File: src/rtl/ctmr_defs.svh
// Purpose: Constants of the clock timer block
// Assumes: 40 MHz reference clock
// Notes:   Register indices; byte address is four times the index
`ifndef CTMR_DEFS_SVH
`define CTMR_DEFS_SVH

`define CT_IDX_CTRL     16'hFF78
`define CT_IDX_LO       16'hFF79
`define CT_IDX_HI       16'hFF7A
`define CT_IDX_IEN      16'hFFE6
`define CT_IDX_IFLG     16'hFFF6

`define CT_CTRL_RUN_BIT 0
`define CT_CTRL_CLR_BIT 1

`define CT_RST_NIB      4'h0
`define CT_RST_RUN      1'b0

`define CT_CLK_HZ       40000000
`define CT_TICK_HZ      256
`define CT_TICK_CYC     (`CT_CLK_HZ / `CT_TICK_HZ)
`define CT_HOLD_NS      480000
`define CT_CLK_NS       25
`define CT_HOLD_CYC     ((`CT_HOLD_NS + `CT_CLK_NS - 1) / `CT_CLK_NS)

`endif

File: src/rtl/ctmr_pkg.sv
// Purpose: Types of the clock timer block
// Assumes: Nothing
// Notes:   One-hot hold state
`default_nettype none
package ctmr_pkg;
  typedef enum logic [1:0] {
    CT_HOLD_OFF = 2'b01,
    CT_HOLD_ON  = 2'b10
  } ctmr_hold_t;
endpackage
`default_nettype wire

File: src/rtl/ctmr_top.sv
// Purpose: 8-bit clock timer with tap interrupts, APB slave
// Assumes: APB master on I_REF_CLK, zero wait beyond one access cycle
// Notes:   256 Hz tick enable from a divider stands in for the oscillator
//
// Summary of operation
// - Eight-bit up-counter advanced by the 256 Hz divided tick.
// - Low nibble overflow carries into the high nibble.
// - Low nibble is 128..16 Hz taps, high nibble 8..1 Hz taps.
// - Count nibbles are read-only; writes to them are ignored.
// - Reading low nibble freezes high nibble until high read or window ends.
// - Control bit 1 written one clears count; reads zero.
// - Clear while running restarts at once; while stopped stays zero.
// - Control bit 0 runs or stops counting; readable, resets zero.
// - Stopped count holds and resumes from held value.
// - Falling edges of 32, 8, 2, 1 Hz taps set flags.
// - Flags set regardless of enable bits.
// - Enable register bits 0..3 for 32, 8, 2, 1 Hz, reset zero.
// - Flag register bits 0..3 for 32, 8, 2, 1 Hz, reset zero.
// - Writing one clears a flag; zero leaves it.
// - Reset clears count, run, enables and flags.
//
// The implementer's own choice: register access over APB.
`include "ctmr_defs.svh"
`default_nettype none
module ctmr_top #(
  parameter logic [17:0] TICK_CYC = 18'(`CT_TICK_CYC),
  parameter logic [17:0] HOLD_CYC = 18'(`CT_HOLD_CYC)
) (
  // Clock and reset
  input  wire logic        I_REF_CLK,
  input  wire logic        I_RSTN,
  // APB slave
  input  wire logic        I_PSEL,
  input  wire logic        I_PENABLE,
  input  wire logic        I_PWRITE,
  input  wire logic [17:0] I_PADDR,
  input  wire logic [31:0] I_PWDATA,
  output logic      [31:0] O_PRDATA,
  output logic             O_PREADY,
  output logic             O_PSLVERR,
  // Interrupt
  output logic             O_IRQ
);

  logic [17:0]         pre_q;
  logic [17:0]         pre_d;
  logic [17:0]         hcnt_q;
  logic [17:0]         hcnt_d;
  logic [3:0]          cnt_lo_q;
  logic [3:0]          cnt_lo_d;
  logic [3:0]          cnt_hi_q;
  logic [3:0]          cnt_hi_d;
  logic                run_q;
  logic                run_d;
  logic                pend_q;
  logic                pend_d;
  logic [3:0]          ien_q;
  logic [3:0]          ien_d;
  logic [3:0]          flg_q;
  logic [3:0]          flg_d;
  logic [3:0]          tap_q;
  logic                rdy_q;
  logic                irq_q;
  logic [31:0]         rdata_q;
  logic                slverr_q;
  ctmr_pkg::ctmr_hold_t hold_q;
  ctmr_pkg::ctmr_hold_t hold_d;

  // APB decode
  wire [15:0] idx_w     = I_PADDR[17:2];
  wire        setup_w   = I_PSEL & ~I_PENABLE;
  wire        acc_w     = I_PSEL & I_PENABLE & rdy_q;
  wire        wr_w      = acc_w & I_PWRITE;
  wire        rd_w      = acc_w & ~I_PWRITE;
  wire        sel_ctrl  = (idx_w == `CT_IDX_CTRL);
  wire        sel_lo    = (idx_w == `CT_IDX_LO);
  wire        sel_hi    = (idx_w == `CT_IDX_HI);
  wire        sel_ien   = (idx_w == `CT_IDX_IEN);
  wire        sel_iflg  = (idx_w == `CT_IDX_IFLG);
  wire        mapped_w  = sel_ctrl | sel_lo | sel_hi | sel_ien | sel_iflg;
  wire        wr_ctrl   = wr_w & sel_ctrl;
  wire        wr_ien    = wr_w & sel_ien;
  wire        wr_iflg   = wr_w & sel_iflg;
  wire        rd_lo     = rd_w & sel_lo;
  wire        rd_hi     = rd_w & sel_hi;
  wire        lo_pick_w = setup_w & ~I_PWRITE & sel_lo;

  // Clear pulse; bit itself is never stored
  wire        clr_w     = wr_ctrl & I_PWDATA[`CT_CTRL_CLR_BIT];

  // Read data; unused control bits and reserved bits stay zero
  wire [3:0]  ctrl_rd_w = {3'h0, run_q};
  wire [3:0]  nib_rd_w  = sel_ctrl ? ctrl_rd_w :
                          sel_lo   ? cnt_lo_q  :
                          sel_hi   ? cnt_hi_q  :
                          sel_ien  ? ien_q     :
                          sel_iflg ? flg_q     : 4'h0;

  // Prescaler: divided tick stands in for the oscillator clock
  wire        tick_w    = (pre_q == TICK_CYC - 18'h00001);
  assign pre_d = (clr_w | tick_w) ? 18'h00000 : pre_q + 18'h00001;

  // Counter steps
  wire        hold_on   = (hold_q == ctmr_pkg::CT_HOLD_ON);
  // Low nibble is captured at setup, so a carry in that cycle must wait too
  wire        hold_blk  = hold_on | lo_pick_w;
  wire        inc_lo    = tick_w & run_q & ~clr_w;
  wire        carry_w   = inc_lo & (cnt_lo_q == 4'hF);
  wire        inc_hi    = (carry_w | pend_q) & ~hold_blk & ~clr_w;

  // Clear wins over counting; stopped counter keeps zero
  assign cnt_lo_d = clr_w  ? `CT_RST_NIB :
                    inc_lo ? cnt_lo_q + 4'h1 : cnt_lo_q;
  assign cnt_hi_d = clr_w  ? `CT_RST_NIB :
                    inc_hi ? cnt_hi_q + 4'h1 : cnt_hi_q;

  // At most one carry can fall inside the short hold window
  assign pend_d = clr_w              ? 1'b0 :
                  carry_w & hold_blk ? 1'b1 :
                  ~hold_blk          ? 1'b0 : pend_q;

  assign run_d  = wr_ctrl ? I_PWDATA[`CT_CTRL_RUN_BIT] : run_q;
  assign ien_d  = wr_ien  ? I_PWDATA[3:0] : ien_q;

  // Hold window timer
  wire        hold_end  = (hcnt_q == HOLD_CYC - 18'h00001);

  always_comb begin
    hold_d = hold_q;
    hcnt_d = hcnt_q;
    case (hold_q)
      ctmr_pkg::CT_HOLD_OFF: begin
        hcnt_d = 18'h00000;
        if (lo_pick_w && !clr_w) begin
          hold_d = ctmr_pkg::CT_HOLD_ON;
        end
      end
      ctmr_pkg::CT_HOLD_ON: begin
        hcnt_d = hcnt_q + 18'h00001;
        // A fresh low read restarts the window even on its last cycle
        if (clr_w || rd_hi) begin
          hold_d = ctmr_pkg::CT_HOLD_OFF;
          hcnt_d = 18'h00000;
        end else if (lo_pick_w) begin
          hcnt_d = 18'h00000;
        end else if (hold_end) begin
          hold_d = ctmr_pkg::CT_HOLD_OFF;
          hcnt_d = 18'h00000;
        end
      end
      default: begin
        hold_d = ctmr_pkg::CT_HOLD_OFF;
        hcnt_d = 18'h00000;
      end
    endcase
  end

  // Taps: 32 Hz, 8 Hz, 2 Hz, 1 Hz
  wire [3:0]  taps_w    = {cnt_hi_q[3], cnt_hi_q[2], cnt_hi_q[0], cnt_lo_q[2]};
  wire [3:0]  fall_w    = tap_q & ~taps_w;

  // Set beats clear in the same cycle
  genvar k;
  generate
    for (k = 0; k < 4; k++) begin : g_flag
      assign flg_d[k] = fall_w[k] | (flg_q[k] & ~(wr_iflg & I_PWDATA[k]));
    end
  endgenerate

  // Registers
  always_ff @(posedge I_REF_CLK) begin
    if (!I_RSTN) begin
      pre_q    <= 18'h00000;
      hcnt_q   <= 18'h00000;
      cnt_lo_q <= `CT_RST_NIB;
      cnt_hi_q <= `CT_RST_NIB;
      run_q    <= `CT_RST_RUN;
      pend_q   <= 1'b0;
      ien_q    <= `CT_RST_NIB;
      flg_q    <= `CT_RST_NIB;
      tap_q    <= 4'h0;
      hold_q   <= ctmr_pkg::CT_HOLD_OFF;
    end else begin
      pre_q    <= pre_d;
      hcnt_q   <= hcnt_d;
      cnt_lo_q <= cnt_lo_d;
      cnt_hi_q <= cnt_hi_d;
      run_q    <= run_d;
      pend_q   <= pend_d;
      ien_q    <= ien_d;
      flg_q    <= flg_d;
      tap_q    <= taps_w;
      hold_q   <= hold_d;
    end
  end

  // Bus answer registered in setup, so pready rises in the access cycle
  always_ff @(posedge I_REF_CLK) begin
    if (!I_RSTN) begin
      rdy_q    <= 1'b0;
      rdata_q  <= 32'h00000000;
      slverr_q <= 1'b0;
    end else begin
      rdy_q    <= setup_w;
      rdata_q  <= setup_w ? {28'h0000000, nib_rd_w} : 32'h00000000;
      slverr_q <= setup_w & ~mapped_w;
    end
  end

  // Level interrupt, one cycle behind the flags
  always_ff @(posedge I_REF_CLK) begin
    if (!I_RSTN) begin
      irq_q <= 1'b0;
    end else begin
      irq_q <= |(flg_q & ien_q);
    end
  end

  assign O_PREADY  = rdy_q;
  assign O_PRDATA  = rdata_q;
  assign O_PSLVERR = slverr_q;
  assign O_IRQ     = irq_q;
endmodule
`default_nettype wire

File: config.mk
export PLATFORM = sky130hd
export DESIGN_NAME = ctmr_top
export DESIGN_NICKNAME = d
export VERILOG_FILES = /design/src/rtl/ctmr_pkg.sv /design/src/rtl/ctmr_top.sv
export VERILOG_INCLUDE_DIRS = /design/src /design/src/rtl
export SDC_FILE = /design/constraint.sdc
export NUM_CORES = 1
export LEC_CHECK = 0
export BUFFER_PORTS_ARGS = -buffer_cell sky130_fd_sc_hd__buf_2
export CAP_MARGIN = 25
export CORE_UTILIZATION = 58
export CTS_BUF_LIST = sky130_fd_sc_hd__clkbuf_8
export DETAILED_ROUTE_END_ITERATION = 10
export GPL_TIMING_DRIVEN = 0
export HOLD_SLACK_MARGIN = 0.08
export PLACE_DENSITY = 0.88
export SYNTH_ARGS = -nofsm -noshare
export SYNTH_HDL_FRONTEND = slang
export SYNTH_SLANG_ARGS = --single-unit
File: constraint.sdc
create_clock -name I_REF_CLK -period 4.9 [get_ports I_REF_CLK]
set_input_delay 0.735 -clock I_REF_CLK [delete_from_list [all_inputs] [get_ports I_REF_CLK]]
set_output_delay 0.735 -clock I_REF_CLK [all_outputs]
set_load 0.05 [all_outputs]
Word-level counts from Yosys, hierarchy flattened
Cells that the tools add are included.
- flip-flop bits (word level): 95
- bits of input ports: 55
- output and inout bits: 35
- add/subtract/negate cells: 4
- equal/unequal tests: 14
- multiplexer cells: 12
- bitwise logic cells: 53
- reductions and logical operators: 10
- operators by type and width (kind ; number):
    $eq 16x16->1 const B ; 5
    $add 18x1->18 const B ; 2
    $and 1x1->1 ; 27
    $mux 4 ; 5
    $eq 18x15->1 const B ; 1
    $eq 18x18->1 const B ; 1
    $not 1->1 ; 12
    $or 1x1->1 ; 11
    $add 4x1->4 const B ; 2
    $and 4x4->4 ; 2
    $mux 2 ; 4
    $reduce_or 5->1 ; 1
    $eq 4x4->1 const B ; 1
    $not 4->4 ; 1
    $pmux 2 s2 ; 1
    $reduce_or 2->1 ; 2
    $reduce_or 4->1 ; 1
    $ne 3x1->1 const B ; 1
    $ne 3x2->1 const B ; 1
    $reduce_and 3->1 ; 1
    $reduce_or 3->1 ; 1
    $eq 2x1->1 const B ; 1
    $eq 2x2->1 const B ; 1
    $mux 1 ; 2
    other kinds (6) ; 6

Depth between registers and ports, before layout
Gate-level depths: netlist (run 1).
- depth after elaboration: 11
- mapped depth: 9

Least setup slack after synthesis (run 1)
OpenSTA, ideal clock, no wires.
- path type: input to register
- start point: input I_PADDR[15]
- end point: register ien_q[0]
- arrival time: 2705 ps
- data required time: 4780 ps
- slack: 2075 ps
- stages on the path: 9
- cells stage by stage: nand2_1 > or4_4 > buf_6 > or4_4 > buf_6 > or3_1 > buf_6 > mux2i_1 > nor2_1
- longest elaborated chain between the ends: 2
- ends and longest elaborated chain (item ; line ; source):
    start, declared ; ctmr_top.sv:36 ; input wire logic [17:0] I_PADDR,
    $eq 16x16->1 (no source line) ; - ;
    $and 1x1->1 ; ctmr_top.sv:82 ; wire wr_ien = wr_w & sel_ien;
    end signal, assigned ; ctmr_top.sv:179 ; ien_q <= `CT_RST_NIB;
    end signal, assigned ; ctmr_top.sv:190 ; ien_q <= ien_d;
    end, declared ; ctmr_top.sv:57 ; logic [3:0] ien_q;
No other way between the ends.
A chain may end at the register's enable or synchronous reset.

Worst setup path in the final report (run 1)
- start point: input I_PADDR[6]
- end point: register hcnt_q[8]
- longest elaborated chain between the ends: 5
- elaborated cells between the ends (all ways): 9
- ends and longest elaborated chain (item ; line ; source):
    $eq 16x16->1 (no source line) ; - ;
    $and 1x1->1 ; ctmr_top.sv:81 ; wire wr_ctrl = wr_w & sel_ctrl;
    $and 1x1->1 ; ctmr_top.sv:89 ; wire clr_w = wr_ctrl & I_PWDATA[`CT_CTRL_CLR_BIT];
    $logic_or 1x1->1 ; ctmr_top.sv:141 ; if (clr_w || rd_hi) begin
    $reduce_or 5->1 (no source line) * ; - ;
    end signal, assigned ; ctmr_top.sv:185 ; hcnt_q <= hcnt_d;
    end, declared ; ctmr_top.sv:47 ; logic [17:0] hcnt_q;
Mark *: on every way between the ends. The rest lies on a longest branch, timed or not.

==> results of run 1 <==
==> worst paths after layout <==
path	slack, ns	cells after the start	startpoint	endpoint
worst min register to register	0.46	1	hcnt_q[0]	hcnt_q[0]
worst min-delay path	0.46	1	hcnt_q[0]	hcnt_q[0]
worst max-delay path	2.13	7	I_PADDR[6]	hcnt_q[8]
worst max register to register	2.45	6	pre_q[8]	cnt_hi_q[3]
==> routing by layer <==
| layer | GRT usage, % | up-vias |
|---|---|---|
| li1 | - | 1329 |
| met3 | 8.14 | 9 |
| met2 | 39.5 | 86 |
| met4 | 8.08 | 0 |
| met1 | 27.5 | 1206 |
| met5 | 0 | - |
==> critical path, stage by stage <==
cell,delay [ns]
buf_2,0.19
nand4bb_1,0.25
or3_1,0.43
or4_1,0.54
nand4b_1,0.36
clkbuf_1,0.39
nor2_1,0.10
==> placed cells by master (no fill, tap or decap), drive strengths merged, types with 6 or more instances in the layout <==
master	count
mux2i	10
nor2	67
a21oi	6
buf	62
nand3	18
nand4	13
dfxtp	67
conb	28
clkbuf	14
nor2b	6
xor2	22
and3	7
nor3	6
xnor2	14
o21ai	8
nand2	17
inv	11
==> power groups by stage <==
stage | combinational [mW] | clock, mW | sequential, mW
2_1_floorplan | 0.0800 | 0 | 0.564
3_3_place_gp | 0.0986 | 0 | 0.562
3_5_place_dp | 0.0997 | 0 | 0.562
4_1_cts | 0.100 | 0.522 | 0.550
5_1_grt | 0.108 | 0.549 | 0.550
6_report | 0.102 | 0.517 | 0.550
==> final cells by class <==
type,count,area share (%)
multi-input combinational,278,44.0
sequential,67,35.7
buffer,35,6.92
clock buffer,11,4.03
timing repair buffer,30,3.99
tap,70,2.33
clock inverter,5,2.00
inverter,11,1.10
==> kinds of logic after synthesis <==
kind of cell | synth area share, %
other | 0.117
XOR/XNOR | 9.87
AO/OA/AOI/OAI | 7.99
buffers and inverters | 9.44
adder cells (fa/ha/maj) | 1.96
AND/OR/NAND/NOR | 25.5
flip-flops | 42.0
multiplexers | 3.13
==> through the flow <==
stage          cells  instance area [µm²]  total power [mW]  hold WS (ns)  util, %
2_1_floorplan    391                 3300             0.644         0.429        -
3_3_place_gp     491                 3530             0.660         0.442     67.9
3_5_place_dp     491                 3530             0.662         0.455     67.9
4_1_cts          507                 3760              1.17         0.470     72.2
5_1_grt          507                 3760              1.21         0.485     72.2
6_report         507                 3760              1.17         0.463     72.2
==> state kept, by name, summed over array words and instances (netlist names), 2 cells and up <==
register and count:
cnt_hi_q 4, O_PRDATA 4, hold_q 2, tap_q 4, ien_q 4, cnt_lo_q 4
flg_q 4, hcnt_q 18, pre_q 18
==> impl_metrics.env, run 1 <==
export IMPL_slew_violations=0
export IMPL_ctsResizeCount=0
export IMPL_grtUsageTotal_pct=23.4
export IMPL_synth_cell_area_um2=3190
export IMPL_netlist_top_cells_count="dfxtp_1 (67), nor2_1 (67), buf_4 (28)"
export IMPL_powerDensity_nw_per_um2=311
export IMPL_met3RoutedLength_um=374
export IMPL_tns_ns=0
export IMPL_wl_per_cell_um=12.7
export IMPL_p_sw_share_pct=24.0
export IMPL_finalSetupViolCount=0
export IMPL_dr_max_layer_used="met4"
export IMPL_hpwl_um=4580
export IMPL_setup_worst_path_end_class="register"
export IMPL_holdBufCountCts=0
export IMPL_cts_setup_buffers=0
export IMPL_cts_htree_levels=3
export IMPL_p_clk_share_pct=44.2
export IMPL_synthTopCellsByArea="dfxtp_1 (42%), nor2_1 (7.9%), buf_4 (6.6%)"
export IMPL_rows=26
export IMPL_initial_utilization_pct=61.4
export IMPL_overflow=0
export IMPL_multi_input_area_um2=1650
export IMPL_ant_nets=0
export IMPL_yosysTopAreaCell="dfxtp_1"
export IMPL_dieArea_um2=5810
export IMPL_worstMarginPinSlew_ns=0.723
export IMPL_vias_per_cell=5.19
export IMPL_cts_tree="built"
export IMPL_cp_required_ns=5.12
export IMPL_power_leakage_nw=1.56
export IMPL_critPathLaunchType="input pin"
export IMPL_seq_area_frac_synth_pct=42.0
export IMPL_worst_path_max_fanout=10
export IMPL_synth_area_per_cell_um2=8.78
export IMPL_firstDrtPassIters=4
export IMPL_cts_num_sinks=67
export IMPL_timing_final_crit_share_pct=56.6
export IMPL_synth_cell_types=45
export IMPL_critPathArrivalTime_ns=2.99
export IMPL_die_h_um=76.2
export IMPL_intPower_uw=888
export IMPL_fillers=413
export IMPL_grt_pass1_vias=2418
export IMPL_seq_area_um2=1340
export IMPL_synth_seq_cells=67
export IMPL_diodes=0
export IMPL_maxCapViolCount=0
export IMPL_crit_type="in2reg"
export IMPL_num_io_pins=90
export IMPL_io_buffers=30
export IMPL_die_x_um=76.2
export IMPL_fin_skew_ns=0.00874
export IMPL_relSlewSlack_pct=51.5
export IMPL_synth_main_ff_cell="dfxtp_1"
export IMPL_layout_drive_gt1_share_pct=18.5
export IMPL_drt_iter0_drc=181
export IMPL_grt_pass1_wl_um=10700
export IMPL_p_sw_uw=281
export IMPL_max_freq_mhz=361
export IMPL_layout_setup_ws_ns=2.13
export IMPL_cts_root_buf="clkbuf_8"
export IMPL_synth_cells=364
export IMPL_synth_edf_count=0
export IMPL_synthArstFlopShare_pct=0
export IMPL_final_hold_viol_count=0
export IMPL_clock_latency_ns=0.34
export IMPL_drc=0
export IMPL_preCtsSetupSlack_ns=1.83
export IMPL_rsz0062_at_grt="false"
export IMPL_seqPwrFrac_pct=47.0
export IMPL_clockBufferDepth=2
export IMPL_combPwrFrac_pct=8.7
export IMPL_wirelength_um=6430
export IMPL_cts_reportedPaths_clkPinSlew_ns=0.07
export IMPL_vias=2630
export IMPL_met1Wirelength_um=2830
export IMPL_area_delta_synth_final_pct=17.7
export IMPL_met2_wirelength_um=3150
export IMPL_grt_start_max_net_pins=12
export IMPL_synth_top_area_share_pct=42.0
export IMPL_antenna_found_initial=0
export IMPL_hp_class="reg2reg"
export IMPL_status="finished clean"
export IMPL_min_period_ns=2.77
export IMPL_gp_congestion=0.886
export IMPL_yosysWarnings=0
export IMPL_vdd_drop_max_uv=253
export IMPL_core_um2=5200
export IMPL_nNetsFinal=492
export IMPL_cts_buffers=9
No activity file was read; power rests on OpenSTA's default activity.
==> run 2, diff against run 1 <==
- CORE_UTILIZATION: 58 -> 54
- PLACE_DENSITY: 0.88 -> 0.82
- clock period: 4.9 -> 2.62 ns (I/O delays scaled with it)
==> impl_metrics.env, run 2 (synthesis gave the netlist of run 1 again) <==
export IMPL_final_cells=509
export IMPL_area_delta_synth_final_pct=16.7
export IMPL_fin_skew_ns=0.00592
export IMPL_slew_violations=0
export IMPL_powerDensity_nw_per_um2=545
export IMPL_rows=27
export IMPL_relSlewSlack_pct=57.0
export IMPL_drt_iter0_drc=99
export IMPL_grt_pass1_vias=2257
export IMPL_cts_reportedPaths_clkPinSlew_ns=0.07
export IMPL_holdWs_ns=0.308
export IMPL_fillers=476
export IMPL_grt_start_max_net_pins=11
export IMPL_ctsResizeCount=0
export IMPL_placed_cells=493
export IMPL_seq_area_um2=1340
export IMPL_rsz0062_at_grt="false"
export IMPL_finalSetupViolCount=0
export IMPL_reg_largest_list="hcnt_q: 18 flops, pre_q: 18 flops"
export IMPL_maxCapViolCount=0
export IMPL_nNetsFinal=492
export IMPL_hp_class="in2reg"
export IMPL_die_x_um=78.9
export IMPL_cts_root_buf="clkbuf_8"
export IMPL_status="finished clean"
export IMPL_dieArea_um2=6230
export IMPL_gp_congestion=0.794
export IMPL_wirelength_um=5900
export IMPL_wl_per_cell_um=11.6
export IMPL_cts_tree="built"
export IMPL_crit_buf_inv=3
export IMPL_firstDrtPassIters=4
export IMPL_worstMarginPinSlew_ns=0.640
export IMPL_grtUsageMet3_pct=3.79
export IMPL_holdBufCountCts=0
export IMPL_io_buffers=30
export IMPL_crit_chain="buf_2, nand2_1, or4_4, buf_6, or4_1, nand4b_1, clkbuf_1, nor2_1"
export IMPL_layout_common_cells="dfxtp_1 (67), nor2_1 (67), buf_2 (31), buf_4 (28), conb_1 (28)"
export IMPL_core_um2=5610
export IMPL_use_met2_pct=32.4
export IMPL_grt_pass1_wl_um=9780
export IMPL_overflow=0
export IMPL_hpwl_um=4400
export IMPL_power_leakage_nw=1.55
export IMPL_antenna_found_initial=0
export IMPL_crit_family="simple AND/OR/NAND/NOR gates"
export IMPL_diodes=0
export IMPL_crit_type="in2reg"
export IMPL_vdd_drop_max_uv=332
export IMPL_place_area_um2=3540
export IMPL_use_met1_pct=25.5
export IMPL_min_period_ns=2.36
export IMPL_worst_path_max_fanout=10
export IMPL_design_area_um2=3730
export IMPL_initial_utilization_pct=57.0
export IMPL_multi_input_area_um2=1650
export IMPL_num_io_pins=90
export IMPL_cp_slowest_cell="or4_1"
export IMPL_cts_num_sinks=67
export IMPL_clock_latency_ns=0.35
export IMPL_power_mw=2.03
export IMPL_die_h_um=78.9
export IMPL_cts_setup_buffers=0
export IMPL_vias=2557
export IMPL_setup_worst_path_end_class="register"
export IMPL_timing_final_crit_share_pct=90.0
export IMPL_top_usage_layer="met2"
export IMPL_drc=0
export IMPL_cts_htree_levels=3
export IMPL_critPathLaunchType="input pin"
export IMPL_ant_nets=0
export IMPL_clockBufferDepth=2
export IMPL_max_freq_mhz=424
export IMPL_max_stage_delay_ns=0.55
export IMPL_cp_required_ns=2.84
export IMPL_cts_buffers=9
export IMPL_vias_per_cell=5.02
export IMPL_final_hold_viol_count=0
export IMPL_critPathArrivalTime_ns=2.58
export IMPL_layout_drive_gt1_share_pct=18.1
export IMPL_grtUsageTotal_pct=20.1
-- run 2: worst paths after layout --
kind                                   from         to  slack (ns)  depth (start not counted)
worst min-delay path            I_PWDATA[2]   ien_q[2]        0.31                          3
worst max register to register    hcnt_q[0]  hcnt_q[3]        0.34                          7
worst min register to register    hcnt_q[0]  hcnt_q[0]        0.47                          1
worst max-delay path            I_PADDR[15]  hcnt_q[3]        0.26                          8
-- run 2: metrics by stage --
step	setup TNS (ns)	utilization [%]	worst slack, ns
final	0	66.5	0.262
after CTS	0	66.5	0.254
after global placement	-0.892	63.1	-0.0947
after floorplan	0	-	0.137
after global routing	0	66.5	0.0435
after detailed placement	-1.01	63.1	-0.107
-- run 2: cell type report --
class,count,share of cell area [%]
clock inverters,3,0.336
plain buffers,35,6.98
clock buffers,13,4.80
well taps,72,2.42
flip-flops and latches,67,36.0
inverters,11,1.11
repair buffers,30,4.03
multi-input cells,278,44.4
-- run 2: power by group --
part           switching [mW]  total, mW  internal [mW]
registers             0.00440       1.03           1.02
logic                   0.135      0.189         0.0546
clock network           0.377      0.816          0.439
-- run 2: worst reg2reg max path, cell delays in order (launching register included) --
cell	delay (ns)
dfxtp_1	0.37
ha_1	0.22
nand4_1	0.14
nor2_1	0.39
nand4_1	0.21
nand4b_1	0.36
clkbuf_1	0.37
nor2_1	0.10
-- run 2: per-layer routing --
layer / vias to the layer above / wire length, µm / share of wire (%)
li1: 1326 / - / -
met1: 1152 / 2760 / 47
met2: 66 / 2680 / 45
met3: 13 / 344 / 5.8
met4: 0 / 125 / 2.1
met5: - / 0 / 0
==> run 3, diff against run 2 <==
- CELL_PAD_IN_SITES_DETAIL_PLACEMENT: default -> 0
- CELL_PAD_IN_SITES_GLOBAL_PLACEMENT: default -> 1
- CORE_UTILIZATION: 54 -> 38
- CTS_BUF_LIST: sky130_fd_sc_hd__clkbuf_8 -> default
- PLACE_DENSITY: 0.82 -> default
- PLACE_DENSITY_LB_ADDON: default -> 0.1
==> impl_metrics.env, run 3 (synthesis gave the netlist of run 1 again) <==
export IMPL_status="finished clean"
export IMPL_nNetsFinal=492
export IMPL_initial_utilization_pct=39.1
export IMPL_cts_buffers=9
export IMPL_grt_start_max_net_pins=12
export IMPL_crit_path_end="cnt_hi_q[3]"
export IMPL_holdWs_ns=0.307
export IMPL_min_period_ns=2.29
export IMPL_ant_nets=0
export IMPL_crit_type="reg2reg"
export IMPL_crit_family="simple AND/OR/NAND/NOR gates"
export IMPL_hpwl_um=4600
export IMPL_clockBufferDepth=2
export IMPL_grtUsageTotal_pct=15.5
export IMPL_dieArea_um2=8780
export IMPL_vias=2506
export IMPL_diodes=0
export IMPL_critPathArrivalTime_ns=2.56
export IMPL_cp_required_ns=2.89
export IMPL_vias_per_cell=4.62
export IMPL_holdBufCountCts=0
export IMPL_rr_endpoint="cnt_hi_q[3]"
export IMPL_clock_latency_ns=0.34
export IMPL_cts_num_sinks=67
export IMPL_max_stage_delay_ns=0.54
export IMPL_io_buffers=30
export IMPL_rows=33
export IMPL_relSlewSlack_pct=54.3
export IMPL_cts_reportedPaths_clkPinSlew_ns=0.07
export IMPL_timing_final_crit_share_pct=87.6
export IMPL_reg_largest_list="hcnt_q: 18 flops, pre_q: 18 flops"
export IMPL_cts_htree_levels=3
export IMPL_cp_depth=6
export IMPL_crit_chain="nor4_1, nand4_1, a2111oi_1, o21ai_1, or3_1, a21oi_1"
export IMPL_cts_tree="built"
export IMPL_layout_common_cells="dfxtp_1 (67), nor2_1 (67), buf_2 (31), buf_4 (28), conb_1 (28)"
export IMPL_vdd_drop_max_uv=290
export IMPL_drc=0
export IMPL_area_delta_synth_final_pct=18.8
export IMPL_cts_root_buf="clkbuf_8"
export IMPL_finalSetupViolCount=0
export IMPL_rrSetupSlack_ns=0.33
export IMPL_wirelength_um=6200
export IMPL_gp_congestion=0.766
export IMPL_layout_drive_gt1_share_pct=18.8
export IMPL_critPathLaunchType="register"
export IMPL_cp_slowest_cell="a2111oi_1"
export IMPL_powerDensity_nw_per_um2=562
export IMPL_die_x_um=93.7
export IMPL_reg2reg_from="pre_q[8]"
export IMPL_worst_path_max_fanout=7
export IMPL_final_hold_viol_count=0
export IMPL_num_io_pins=90
export IMPL_drt_iter0_drc=81
export IMPL_fin_skew_ns=0.00688
export IMPL_wl_per_cell_um=11.4
export IMPL_placed_cells=526
export IMPL_max_freq_mhz=436
export IMPL_antenna_found_initial=0
export IMPL_power_leakage_nw=1.56
export IMPL_r2r_cells=6
export IMPL_grt_pass1_wl_um=10500
export IMPL_worstMarginPinSlew_ns=0.680
export IMPL_worstSetupStartpoint="pre_q[8]"
export IMPL_rsz0062_at_grt="false"
export IMPL_fillers=835
export IMPL_cts_setup_buffers=0
export IMPL_core_um2=8180
export IMPL_crit_buf_inv=0
export IMPL_hp_class="in2reg"
export IMPL_grt_pass1_vias=2325
export IMPL_final_cells=542
export IMPL_overflow=0
export IMPL_maxCapViolCount=0
export IMPL_setup_worst_path_end_class="register"
export IMPL_die_h_um=93.7
export IMPL_firstDrtPassIters=4
export IMPL_slew_violations=0
-- run 3: cell count changes in the layout (fill, tap and decap cells not counted), sizes merged --
| cell | change |
|---|---|
| bufinv | +2 |
| inv | -2 |
| clkinv | +3 |
| clkbuf | -3 |
-- run 3: cell type report --
cell class | count | area [µm²] | share of cell area [%]
multi-input cells | 278 | 1660 | 43.8
inverters | 11 | 41.3 | 1.09
well taps | 105 | 131 | 3.46
clock buffers | 10 | 128 | 3.36
repair buffers | 30 | 150 | 3.96
flip-flops and latches | 67 | 1340 | 35.4
clock inverters | 6 | 80.1 | 2.11
plain buffers | 35 | 262 | 6.89
-- run 3: worst reg2reg max path: stages (launching register included) --
cell       delay (ns)
dfxtp_1          0.35
nor4_1           0.33
nand4_1          0.22
a2111oi_1        0.54
o21ai_1          0.25
or3_1            0.39
a21oi_1          0.14
-- run 3: worst min path at each step --
stage	startpoint	endpoint	slack [ns]	cells after the start
3_3_place_gp	pre_q[0]	pre_q[0]	0.45	1
5_1_grt	I_PWDATA[2]	ien_q[2]	0.31	3
3_5_place_dp	pre_q[0]	pre_q[0]	0.45	1
4_1_cts	I_PWDATA[3]	ien_q[3]	0.29	3
6_report	I_PWDATA[3]	ien_q[3]	0.31	3
2_1_floorplan	pre_q[0]	pre_q[0]	0.43	1
-- run 3: per-stage QoR --
step / TNS (ns) / util (%) / setup WS (ns) / total power [mW] / cell area, µm²
after floorplan: 0 / - / 0.137 / 1.20 / 3300
after global placement: -3.32 / 43.8 / -0.172 / 1.24 / 3580
after detailed placement: -2.88 / 43.8 / -0.157 / 1.24 / 3580
after CTS: 0 / 46.3 / 0.201 / 2.16 / 3780
after global routing: 0 / 46.4 / 0.0541 / 2.22 / 3790
final: 0 / 46.4 / 0.326 / 2.13 / 3790
-- run 3: metal layers --
metal  wire length [µm]  track usage (%)  share of wire (%)
met3                303             5.50                4.9
met4                 69             4.23                1.1
met1               2950             18.6                 48
met5                  0                0                  0
met2               2880             26.2                 46
-- run 3: where the power goes --
group          total (mW)  internal (mW)  switching (mW)
clock network       0.914          0.529           0.384
logic               0.189         0.0548           0.134
registers            1.03           1.02         0.00455
total                2.13           1.61           0.523
-- run 3: repair_timing --
| item | in CTS | in global routing |
|---|---|---|
| setup endpoints to repair | 0 | 14 |
| hold endpoints to repair | 0 | 0 |
| resized for setup | 0 | 4 |
